<file path="src/verilog/rcr_pkg.sv">
`default_nettype none
package rcr_pkg;
  localparam int CODE_W = 16;
  localparam int DATA_W = 32;
  localparam int EXC_W = 8;
  localparam int ERR_W = 8;
  localparam logic [15:0] CMD_NONE = 16'h0000;
  localparam logic [15:0] CMD_SP1_ON = 16'h0001;
  localparam logic [15:0] CMD_SP1_OFF = 16'h0002;
  localparam logic [15:0] CMD_SP2_ON = 16'h0003;
  localparam logic [15:0] CMD_SP2_OFF = 16'h0004;
  localparam logic [15:0] CMD_SPB_ON = 16'h0005;
  localparam logic [15:0] CMD_SPB_OFF = 16'h0006;
  localparam logic [15:0] CMD_TARE = 16'h0007;
  localparam logic [15:0] CMD_ZERO = 16'h0008;
  localparam logic [15:0] CMD_GROSS = 16'h0009;
  localparam logic [15:0] CMD_NET = 16'h000A;
  localparam logic [15:0] CMD_SHUNT_OFF = 16'h000B;
  localparam logic [15:0] CMD_SHUNT_ON = 16'h000C;
  localparam logic [15:0] CMD_SHOW_WT = 16'h000D;
  localparam logic [15:0] CMD_SHOW_FLOW = 16'h000E;
  localparam logic [15:0] CMD_START = 16'h0010;
  localparam logic [15:0] CMD_REM_ON = 16'h0011;
  localparam logic [15:0] CMD_REM_OFF = 16'h0012;
  localparam logic [15:0] CMD_PRINT = 16'h0013;
  localparam logic [15:0] CMD_BATCH_LO = 16'h0032;
  localparam logic [15:0] CMD_BATCH_HI = 16'h003C;
  localparam logic [15:0] CMD_SETUP = 16'h0064;
  localparam logic [15:0] CMD_RESTORE = 16'h0065;
  localparam logic [15:0] CMD_SAVE = 16'h0066;
  localparam logic [15:0] CMD_DISCARD = 16'h0067;
  localparam logic [15:0] CMD_RESET = 16'h0068;
  localparam logic [15:0] CMD_CHECK = 16'h0069;
  localparam logic [7:0] EXC_ILLEGAL = 8'h03;
  localparam logic [7:0] EXC_NAK = 8'h07;
  localparam logic [7:0] ERR_NONE = 8'h00;
  localparam logic [7:0] ERR_UNKNOWN = 8'h01;
  localparam logic [7:0] ERR_STATE = 8'h02;
  localparam logic [7:0] ERR_OPTION = 8'h03;
  localparam logic [7:0] ERR_SESSION = 8'h04;
  localparam logic RD_SEL_CMD = 1'b0;
  localparam logic RD_SEL_SIG = 1'b1;
  typedef enum logic [1:0] {SS_IDLE, SS_SETUP, SS_RESTORE} rcr_sess_t;
endpackage : rcr_pkg
`default_nettype wire

</file>
<file path="src/verilog/rcr_top.sv">
// Function
// RULE1: Reading the command register always returns zero.
// RULE2: A nonzero code triggers exactly its one action; code 0 does nothing.
// RULE3: A command that cannot be performed is answered by an exception.
// RULE4: After exception 03 or 07 a detailed cause is readable.
// RULE5: Codes 1-6 activate or deactivate setpoint one, two or both.
// RULE6: 7 tares, 8 zeroes gross, 9 selects gross, 10 selects net.
// RULE7: 11/12 disconnect/connect shunt; 13/14 show weight/flow rate (option).
// RULE8: Code 16 starts the instrument from its start-waiting state.
// RULE9: Code 17 enters remote operation and locks the front-panel keys.
// RULE10: Code 17 accepted only while weight or batching screen shows.
// RULE11: Code 18 leaves remote operation and unlocks the keys.
// RULE12: Code 19 starts a printout.
// RULE13: Codes 50-60 go to the batching option.
// RULE14: Code 100 enters a remote set-up session.
// RULE15: Code 101 enters a remote restore session.
// RULE16: Code 102 ends the session and stores the parameters.
// RULE17: Code 103 leaves set-up discarding edits.
// RULE18: Code 104 resets the instrument.
// RULE19: Code 105 checks the set-up data.
// RULE20: Codes 100-104 suspend normal weighing.
// RULE21: Input signal reads load ratio, or shunt change while shunt connected.
// RULE22: Unassigned codes are refused with an exception.
// RULE23: Each accepted write fires its action once; no code stays pending.
`timescale 1ns/1ps
`default_nettype none
module rcr_top (
  input wire logic mclk, // 10 MHz clock
  input wire logic rstn, // Async reset
  input wire logic clk_en, // Freezes all state when low
  input wire logic wr_stb, // Command write strobe
  input wire logic [rcr_pkg::CODE_W-1:0] wr_code, // Written command code
  input wire logic rd_stb, // Register read strobe
  input wire logic rd_sel, // 0 command, 1 input signal
  input wire logic [rcr_pkg::DATA_W-1:0] load_ratio, // Load-cell ratio
  input wire logic [rcr_pkg::DATA_W-1:0] shunt_delta, // Shunt-induced change
  input wire logic show_weight, // Weight screen shown
  input wire logic batch_screen, // Batching screen shown
  input wire logic wait_start, // Waiting for start
  input wire logic flow_opt, // Flow rate option present
  input wire logic batch_opt, // Batching option present
  output logic ack, // Normal reply pulse
  output logic exc, // Exception reply pulse
  output logic [rcr_pkg::EXC_W-1:0] exc_code, // Exception code
  output logic [rcr_pkg::ERR_W-1:0] cmd_err, // Detailed failure cause
  output logic rd_vld, // Read data valid pulse
  output logic [rcr_pkg::DATA_W-1:0] rd_data, // Read data
  output logic act_stb, // Action pulse
  output logic [rcr_pkg::CODE_W-1:0] act_code, // Action being started
  output logic batch_stb, // Batching command pulse
  output logic rst_req, // Instrument reset pulse
  output logic [1:0] sp_on, // Setpoint 2..1 active
  output logic net_mode, // Net weighing selected
  output logic shunt_on, // Shunt resistor connected
  output logic flow_disp, // Flow rate on display
  output logic remote, // Remote operation
  output logic keys_en, // Front-panel keys enabled
  output logic [1:0] sess, // Set-up session state
  output logic suspend // Normal weighing suspended
);
  import rcr_pkg::*;
  function automatic logic is_batch(input logic [CODE_W-1:0] c);
    return (c >= CMD_BATCH_LO) && (c <= CMD_BATCH_HI);
  endfunction : is_batch
  function automatic logic is_known(input logic [CODE_W-1:0] c);
    return (c <= CMD_SHOW_FLOW) || (c >= CMD_START && c <= CMD_PRINT) ||
           is_batch(c) || (c >= CMD_SETUP && c <= CMD_CHECK);
  endfunction : is_known
  logic ack_reg, ack_next;
  logic exc_reg, exc_next;
  logic [EXC_W-1:0] exc_code_reg, exc_code_next;
  logic [ERR_W-1:0] err_reg, err_next;
  logic rd_vld_reg, rd_vld_next;
  logic [DATA_W-1:0] rd_data_reg, rd_data_next;
  logic act_stb_reg, act_stb_next;
  logic [CODE_W-1:0] act_code_reg, act_code_next;
  logic batch_stb_reg, batch_stb_next;
  logic rst_req_reg, rst_req_next;
  logic [1:0] sp_reg, sp_next;
  logic net_reg, net_next;
  logic shunt_reg, shunt_next;
  logic flow_reg, flow_next;
  logic remote_reg, remote_next;
  logic keys_reg, keys_next;
  rcr_sess_t sess_reg, sess_next;
  logic susp_reg, susp_next;

  always_comb
  begin
    logic f_unk;
    logic f_st;
    logic f_opt;
    logic f_ses;
    f_unk = 1'b0;
    f_st = 1'b0;
    f_opt = 1'b0;
    f_ses = 1'b0;
    ack_next = 1'b0;
    exc_next = 1'b0;
    exc_code_next = exc_code_reg;
    err_next = err_reg;
    act_stb_next = 1'b0;
    act_code_next = act_code_reg;
    batch_stb_next = 1'b0;
    rst_req_next = 1'b0;
    sp_next = sp_reg;
    net_next = net_reg;
    shunt_next = shunt_reg;
    flow_next = flow_reg;
    remote_next = remote_reg;
    keys_next = keys_reg;
    sess_next = sess_reg;
    rd_vld_next = rd_stb;
    rd_data_next = rd_data_reg;
    if (rd_stb)
    begin
      if (rd_sel == RD_SEL_CMD)
        rd_data_next = '0; // [RULE1]
      else
        rd_data_next = shunt_reg ? shunt_delta : load_ratio; // [RULE21]
    end
    if (wr_stb)
    begin
      case (wr_code)
        CMD_NONE: ;
        CMD_SP1_ON: sp_next[0] = 1'b1; // [RULE5]
        CMD_SP1_OFF: sp_next[0] = 1'b0; // [RULE5]
        CMD_SP2_ON: sp_next[1] = 1'b1; // [RULE5]
        CMD_SP2_OFF: sp_next[1] = 1'b0; // [RULE5]
        CMD_SPB_ON: sp_next = 2'h3; // [RULE5]
        CMD_SPB_OFF: sp_next = 2'h0; // [RULE5]
        CMD_GROSS: net_next = 1'b0; // [RULE6]
        CMD_NET: net_next = 1'b1; // [RULE6]
        CMD_SHUNT_OFF: shunt_next = 1'b0; // [RULE7]
        CMD_SHUNT_ON: shunt_next = 1'b1; // [RULE7]
        CMD_SHOW_WT: flow_next = 1'b0; // [RULE7]
        CMD_SHOW_FLOW:
        begin
          if (!flow_opt)
            f_opt = 1'b1;
          else
            flow_next = 1'b1; // [RULE7]
        end
        CMD_START: f_st = !wait_start; // [RULE8]
        CMD_REM_ON:
        begin
          if (!(show_weight || batch_screen))
            f_st = 1'b1; // [RULE10]
          else
          begin
            remote_next = 1'b1; // [RULE9]
            keys_next = 1'b0; // [RULE9]
          end
        end
        CMD_REM_OFF:
        begin
          remote_next = 1'b0; // [RULE11]
          keys_next = 1'b1; // [RULE11]
        end
        CMD_SETUP, CMD_RESTORE:
        begin
          // A second session on top of an open one would lose its edits
          if (sess_reg != SS_IDLE)
            f_ses = 1'b1;
          else if (wr_code == CMD_SETUP)
            sess_next = SS_SETUP; // [RULE14]
          else
            sess_next = SS_RESTORE; // [RULE15]
        end
        CMD_SAVE, CMD_DISCARD:
        begin
          if (sess_reg == SS_IDLE)
            f_ses = 1'b1;
          else
            sess_next = SS_IDLE; // [RULE16] [RULE17]
        end
        CMD_RESET:
        begin
          rst_req_next = 1'b1; // [RULE18]
          sess_next = SS_IDLE;
        end
        default:
        begin
          if (!is_known(wr_code))
            f_unk = 1'b1; // [RULE22]
          else if (is_batch(wr_code) && !batch_opt)
            f_opt = 1'b1;
        end
      endcase
      if (f_unk)
      begin
        exc_next = 1'b1; // [RULE3]
        exc_code_next = EXC_ILLEGAL;
        err_next = ERR_UNKNOWN; // [RULE4]
      end
      else if (f_st || f_opt || f_ses)
      begin
        exc_next = 1'b1; // [RULE3]
        exc_code_next = EXC_NAK;
        err_next = f_st ? ERR_STATE : (f_opt ? ERR_OPTION : ERR_SESSION); // [RULE4]
      end
      else
      begin
        ack_next = 1'b1;
        err_next = ERR_NONE;
        // Tare, zero, start, print and check exist only as this pulse
        act_stb_next = (wr_code != CMD_NONE); // [RULE2] [RULE12] [RULE19] [RULE23]
        act_code_next = wr_code;
        batch_stb_next = is_batch(wr_code); // [RULE13]
      end
    end
    susp_next = (sess_next != SS_IDLE) || rst_req_next ||
                (ack_next && (wr_code == CMD_SAVE || wr_code == CMD_DISCARD)); // [RULE20]
    if (f_unk || f_st || f_opt || f_ses)
    begin
      sp_next = sp_reg;
      sess_next = sess_reg;
      susp_next = susp_reg;
    end
  end

  always_ff @(posedge mclk or negedge rstn)
  begin
    if (!rstn)
    begin
      ack_reg <= 1'b0;
      exc_reg <= 1'b0;
      exc_code_reg <= 8'h00;
      err_reg <= ERR_NONE;
      rd_vld_reg <= 1'b0;
      rd_data_reg <= 32'h0000_0000;
      act_stb_reg <= 1'b0;
      act_code_reg <= CMD_NONE;
      batch_stb_reg <= 1'b0;
      rst_req_reg <= 1'b0;
      sp_reg <= 2'h0;
      net_reg <= 1'b0;
      shunt_reg <= 1'b0;
      flow_reg <= 1'b0;
      remote_reg <= 1'b0;
      keys_reg <= 1'b1;
      sess_reg <= SS_IDLE;
      susp_reg <= 1'b0;
    end
    else if (clk_en)
    begin
      ack_reg <= ack_next;
      exc_reg <= exc_next;
      exc_code_reg <= exc_code_next;
      err_reg <= err_next;
      rd_vld_reg <= rd_vld_next;
      rd_data_reg <= rd_data_next;
      act_stb_reg <= act_stb_next;
      act_code_reg <= act_code_next;
      batch_stb_reg <= batch_stb_next;
      rst_req_reg <= rst_req_next;
      sp_reg <= sp_next;
      net_reg <= net_next;
      shunt_reg <= shunt_next;
      flow_reg <= flow_next;
      remote_reg <= remote_next;
      keys_reg <= keys_next;
      sess_reg <= sess_next;
      susp_reg <= susp_next;
    end
  end

  assign ack = ack_reg;
  assign exc = exc_reg;
  assign exc_code = exc_code_reg;
  assign cmd_err = err_reg;
  assign rd_vld = rd_vld_reg;
  assign rd_data = rd_data_reg;
  assign act_stb = act_stb_reg;
  assign act_code = act_code_reg;
  assign batch_stb = batch_stb_reg;
  assign rst_req = rst_req_reg;
  assign sp_on = sp_reg;
  assign net_mode = net_reg;
  assign shunt_on = shunt_reg;
  assign flow_disp = flow_reg;
  assign remote = remote_reg;
  assign keys_en = keys_reg;
  assign sess = sess_reg;
  assign suspend = susp_reg;

  logic wr_go;
  assign wr_go = wr_stb && clk_en;
endmodule : rcr_top
`default_nettype wire

</file>
<file path="config.mk">
export PLATFORM = sky130hd
export DESIGN_NAME = rcr_top
export DESIGN_NICKNAME = d
export VERILOG_FILES = /design/src/verilog/rcr_pkg.sv /design/src/verilog/rcr_top.sv
export SDC_FILE = /design/constraint.sdc
export NUM_CORES = 1
export LEC_CHECK = 0
export BUFFER_PORTS_ARGS = -buffer_cell sky130_fd_sc_hd__clkbuf_2
export CAP_MARGIN = 20
export CORE_ASPECT_RATIO = 1.5
export CORE_UTILIZATION = 30
export CTS_BUF_LIST = sky130_fd_sc_hd__clkbuf_8 sky130_fd_sc_hd__clkbuf_16
export DETAILED_ROUTE_END_ITERATION = 16
export SETUP_SLACK_MARGIN = 0.02
export SLEW_MARGIN = 20
export SYNTH_ARGS = -nofsm -noshare
export SYNTH_HDL_FRONTEND = slang
export SYNTH_SLANG_ARGS = --single-unit
</file>
<file path="constraint.sdc">
create_clock -name mclk -period 2.2 [get_ports mclk]
set_input_delay 0.44 -clock mclk [delete_from_list [all_inputs] [get_ports mclk]]
set_output_delay 0.44 -clock mclk [all_outputs]
set_load 0.03 [all_outputs]
</file>
== After elaboration in Yosys (flattened, before gate mapping) ==
Index checks and enable logic that the tools add are counted.

* Flip-flop bits (word level): 80
* Bits of input ports: 91
* Output and inout bits: 80
* Word-level logic and storage cells: 157

* Order comparisons: 7
* Equality and inequality tests: 22
* Mux-type cells: 56
* Bitwise logic cells: 3
* Reductions and logical operators: 50

{| class="wikitable"
|+ Operators by type and width
! cell !! number
|-
| 16-bit by 4-bit equality test with 1-bit output (second input constant) || 6
|-
| 16-bit by 7-bit equality test with 1-bit output (second input constant) || 5
|-
| 32-bit two-way mux || 2
|-
| 16-bit by 3-bit equality test with 1-bit output (second input constant) || 3
|-
| 16-bit by 5-bit equality test with 1-bit output (second input constant) || 3
|-
| 1-bit two-way mux || 33
|-
| 16-bit by 2-bit equality test with 1-bit output (second input constant) || 2
|-
| 21-bit OR reduction || 1
|-
| 1-bit one-hot mux with 2 select lines || 10
|-
| 4-bit AND reduction || 5
|-
| 20-bit OR reduction || 1
|-
| 2-bit nonzero test || 9
|-
| 16-bit by 1-bit equality test with 1-bit output (second input constant) || 1
|-
| 16-bit by 5-bit >= comparator with 1-bit output (second input constant) || 1
|-
| 16-bit by 6-bit >= comparator with 1-bit output (second input constant) || 1
|-
| 16-bit by 7-bit >= comparator with 1-bit output (second input constant) || 1
|-
| 16-bit by 4-bit less-or-equal comparator with 1-bit output (second input constant) || 1
|-
| 16-bit by 5-bit less-or-equal comparator with 1-bit output (second input constant) || 1
|-
| 16-bit by 6-bit less-or-equal comparator with 1-bit output (second input constant) || 1
|-
| 16-bit by 7-bit less-or-equal comparator with 1-bit output (second input constant) || 1
|-
| 16-bit logical NOT || 1
|-
| 8-bit two-way mux || 2
|-
| 16-bit nonzero test || 1
|-
| 1-bit logical OR || 12
|-
| other kinds (11) || 34
|}

== Depth between registers and ports, before layout ==
* Word-level depth: 15
* Gate-level depth with buffers: 8
* Depth with buffers taken out: 6

== Worst setup path before layout ==
Ideal clock, no wire load.

* Path type: input port to flip-flop
* Start point: in wr_code[11] (netlist name)
* End point: reg act_code_reg[0] (netlist: act_code[0])
* Library setup time: 125 ps
* Data arrival time: 2203 ps
* Data required time: 2075 ps
* Path slack: -128 ps
* Cell stages on the path: 7
* Cell sequence: or4_4 buf_6 or3_4 o2bb2ai_2 a21oi_4 nand3_4 mux2_2

* Cells in the longest elaborated chain, start to end: 12
* Elaborated cells between the ends (all ways): 55
* Those cells by class: 7 x order compare; 20 x eq/ne; 11 x mux; 2 x bitwise; 15 x reduce/logical

{| class="wikitable"
|+ Ends and longest elaborated chain
! item !! line !! text
|-
| start: declaration || rcr_top.sv:32 || <nowiki>input wire logic [rcr_pkg::CODE_W-1:0] wr_code,</nowiki>
|-
| 16-bit by 5-bit >= comparator with 1-bit output or 16-bit by 5-bit less-or-equal comparator with 1-bit output (tied branches) || rcr_top.sv:66 || <nowiki>return (c <= CMD_SHOW_FLOW) || (c >= CMD_START && c <= CMD_PRINT) ||</nowiki>
|-
| 1-bit logical AND || rcr_top.sv:66 ||
|-
| 1-bit logical OR (2 in series) || rcr_top.sv:66 ||
|-
| 1-bit logical OR || rcr_top.sv:67 || <nowiki>is_batch(c) || (c >= CMD_SETUP && c <= CMD_CHECK);</nowiki>
|-
| 1-bit two-way mux || rcr_top.sv:184 || <nowiki>if (!is_known(wr_code))</nowiki>
|-
| 1-bit one-hot mux with 2 select lines || rcr_top.sv:124 || <nowiki>case (wr_code)</nowiki>
|-
| 1-bit two-way mux || rcr_top.sv:122 || <nowiki>if (wr_stb)</nowiki>
|-
| 1-bit logical OR (2 in series) || rcr_top.sv:196 || <nowiki>else if (f_st || f_opt || f_ses)</nowiki>
|-
| 1-bit NOT (no line) || -- ||
|-
| 4-bit AND reduction (no line) * || -- ||
|-
| end signal: assignment || rcr_top.sv:254 || <nowiki>act_code_reg <= act_code_next;</nowiki>
|-
| end: declaration || rcr_top.sv:76 || <nowiki>logic [CODE_W-1:0] act_code_reg, act_code_next;</nowiki>
|}

Every way passes the cells marked *; elsewhere a longest branch is shown, timed or not. The select of a mux whose other input is x is not followed.
A chain may end at the register's enable or synchronous reset.

== Worst setup path after layout ==
* Start point: in wr_code[14] (netlist name)
* End point: reg act_code_reg[6] (netlist: act_code[6])

Same word-level chain as after synthesis.

==> results.toml <==
[sta]
fin_crit_sh_pct = 96.43
rsz0062_at_grt = "no"
final-hold-violation-count = 0
clock.fmax_ghz = 0.4714
relSlewSlack_pct = 59.64
setup_viol = 0
setup-tns-final_ps = 0
hold_ws_ps = 120.7
report.final.slew_viol_count = 0
finClkSkew_ps = 5.242
fin_crit_ps = 2122
setup_slack_ps = 78.44
worst_pin_slew_ps = 605.5

[clock_network]
cts_setup_buffers = 0
path_clk_slew_ps = 60
clk_path_buf_depth = 2
cts_root_buf = "clkbuf_16"
clk_latency_ps = 320
cts.sinks = 69
cts_tree = "yes"
cts.htree.levels = 3
numCtsBuffers = 9

[route]
routedWlPerCell_um = 14.44
routed_wl_um = 10060
drc = 0
firstDrtPassIters = 4
vias = 3351
drt_iter0_drc = 101
via_per_inst = 4.808
antenna_left = 0

[synthesis]
syn-cell-area_sq_mm = 0.003515
yosysSeqAreaShare_pct = 49.16
async_reset_ff_share_pct = 100.0
ys.flop_type = "dfrtp_1"
synth.avg_cell_area_sq_um = 10.22
yosysWarnings = 0
syn_inst = 344
synth_edf_count = 0
synth_cell_type_count = 59
synth_seq_cells = 69

[global_routing]
grt_pass1_vias = 3412
antenna_found_initial = 0
grt_usage_pct = 17.09
grt_pass1_wl_um = 16390
grt_overflow = 0
grt_max_degree = 46

[final_layout]
layout_common_cells = "clkbuf_2 (159), dfrtp_1 (67), buf_4 (49)"
largest_reg_flops = 32
stdcell_count = 697
syn2layout_area_growth_pct = 43.93
final_nets = 633
layout_commonest_cell = "clkbuf_2"
drive_gt1_share_pct = 45.70
n_antenna_cell = 0

[die]
ioPinCount = 171
rows = 48
core_sq_mm = 0.01147
fp.dieW_um = 90.38
die-area_sq_mm = 0.01216
start_util_pct = 30.64
die_y_um = 134.6

[place]
place_ws_ps = -275.3
place_inst = 681
io_buffers = 160
place.gp.congestion = 0.9169
dp_hpwl_um = 7948

[worst_setup_path]
slowest_stage = "or4_1"
start_kind = "input port"
critPathMaxFanout = 8
cp.arrival_ps = 2330
critical_path.startpoint = "wr_code[14]"
cp.depth = 8
max_stage_delay_ps = 510
cp.required_ps = 2410
r2r_cells = 7
crit_chain = "clkbuf_2 > or4_1 > buf_4 > or3_4 > o2bb2ai_4 > a21oi_4 > nand3_4 > mux2_2"
path_class = "input port to flip-flop"
cp-end-kind = "flip-flop"
r2r-start = "sess[0]$_DFFE_PN0P_"
cp_num_buf_inv = 2
cpLargestDelayFamily = "simple AND/OR/NAND/NOR gates"

[pwr]
powerDensity_mw_per_mm2 = 661.7
switching_share_pct = 27.40
pwr-share-comb_pct = 16.1
intPower_w = 0.002430
leakagePower_nw = 2.490
pwr-share-clk_pct = 42.9
ir_drop_mv = 0.3635
switching_power_w = 0.0009171
power.share.sequential_pct = 41.1

[status]
outcome = "finished clean"

[job]
maxCapViolations = 0

[min_path]
min_path_type = "input port to asynchronous set/reset pin"
==> logic make-up after synthesis <==
logic type / count (synthesis) / synth area share [%]
XOR/XNOR: 2 / 0.4985
flip-flops: 69 / 49.16
AND/OR/NAND/NOR: 114 / 17.30
buffers and inverters: 38 / 5.803
multiplexers: 40 / 11.78
AO/OA/AOI/OAI: 80 / 15.34
other: 1 / 0.1067
==> final timing paths <==
check,to,slack (ps)
min in group mclk,rd_data[17]$_DFFE_PN0P_,410
min reg2reg,rd_data[18]$_DFFE_PN0P_,480
max reg2reg,suspend$_DFFE_PN0P_,250
max in group asynchronous,rd_data[20]$_DFFE_PN0P_,1400
min,act_code[3]$_DFFE_PN0P_,120
max,act_code[6]$_DFFE_PN0P_,80
==> per-stage QoR <==
step | area, sq um | power, W | util (%)
finish | 5059 | 0.003347 | 44.10
global route | 5059 | 0.003511 | 44.10
CTS | 5055 | 0.003400 | 44.07
detailed placement | 4752 | 0.001940 | 41.43
global placement | 4752 | 0.001931 | 41.43
floorplan | 3573 | 0.001689 | -
==> synth_stat cells (2+ instances only) <==
cell type | number | area [sq um]
inv_1 | 8 | 30.03
nor2b_1 | 3 | 18.77
nor4_1 | 3 | 18.77
o21ai_0 | 45 | 225.2
nand4_1 | 2 | 12.51
a31oi_1 | 5 | 31.28
nor3b_1 | 2 | 15.01
nand3_1 | 7 | 35.03
nor3_1 | 9 | 45.04
a21oi_1 | 8 | 40.04
dfrtp_1 | 68 | 1702
nor4bb_1 | 2 | 20.02
buf_1 | 3 | 11.26
mux2i_1 | 32 | 320.3
nor2_1 | 15 | 56.30
or4_1 | 2 | 15.01
buf_6 | 2 | 22.52
o2bb2ai_1 | 4 | 35.03
buf_4 | 12 | 90.09
mux2_2 | 7 | 78.83
nand2_1 | 44 | 165.2
and2_1 | 11 | 68.82
nand2b_1 | 2 | 12.51
clkbuf_1 | 12 | 45.04
o21a_1 | 2 | 15.01
==> area by class of cell <==
class | instances | area [sq um]
timing repair buffer | 208 | 1164
inverter | 8 | 30.03
clock buffer | 10 | 239.0
multi-input combinational | 246 | 1645
fill | 1149 | 6412
clock inverter | 6 | 63.81
tap | 150 | 187.7
sequential | 69 | 1729
==> power by group through the flow <==
stage / registers (W) / logic [W] / clock network (W)
finish: 0.00138 / 0.000537 / 0.00143
global placement: 0.00140 / 0.000535 / 0
floorplan: 0.00153 / 0.000161 / 0
CTS: 0.00138 / 0.000543 / 0.00148
global route: 0.00138 / 0.000585 / 0.00154
detailed placement: 0.00140 / 0.000544 / 0
==> routing by layer <==
| layer | GRT usage [%] | up-vias | routed length, um |
|---|---|---|---|
| li1 | - | 1589 | - |
| met1 | 18.68 | 1583 | 3913 |
| met2 | 30.83 | 149 | 5241 |
| met3 | 3.153 | 30 | 480 |
| met4 | 9.946 | 0 | 426 |
| met5 | 0 | - | 0 |
==> worst register-to-register path, stage by stage (launching register included) <==
cell       delay [ps]
dfrtp_1           420
nor2_1            130
xor2_1            250
o32ai_1           150
buf_4             170
a2111oi_4         350
nor2_2             70
mux2_4            290
==> timing repair <==
action                     4_1_cts  5_1_grt
hold buffers                     0        0
gates resized for setup          0        1
setup endpoints to repair        0        6
Note: power is estimated with default switching activity, not from simulation.
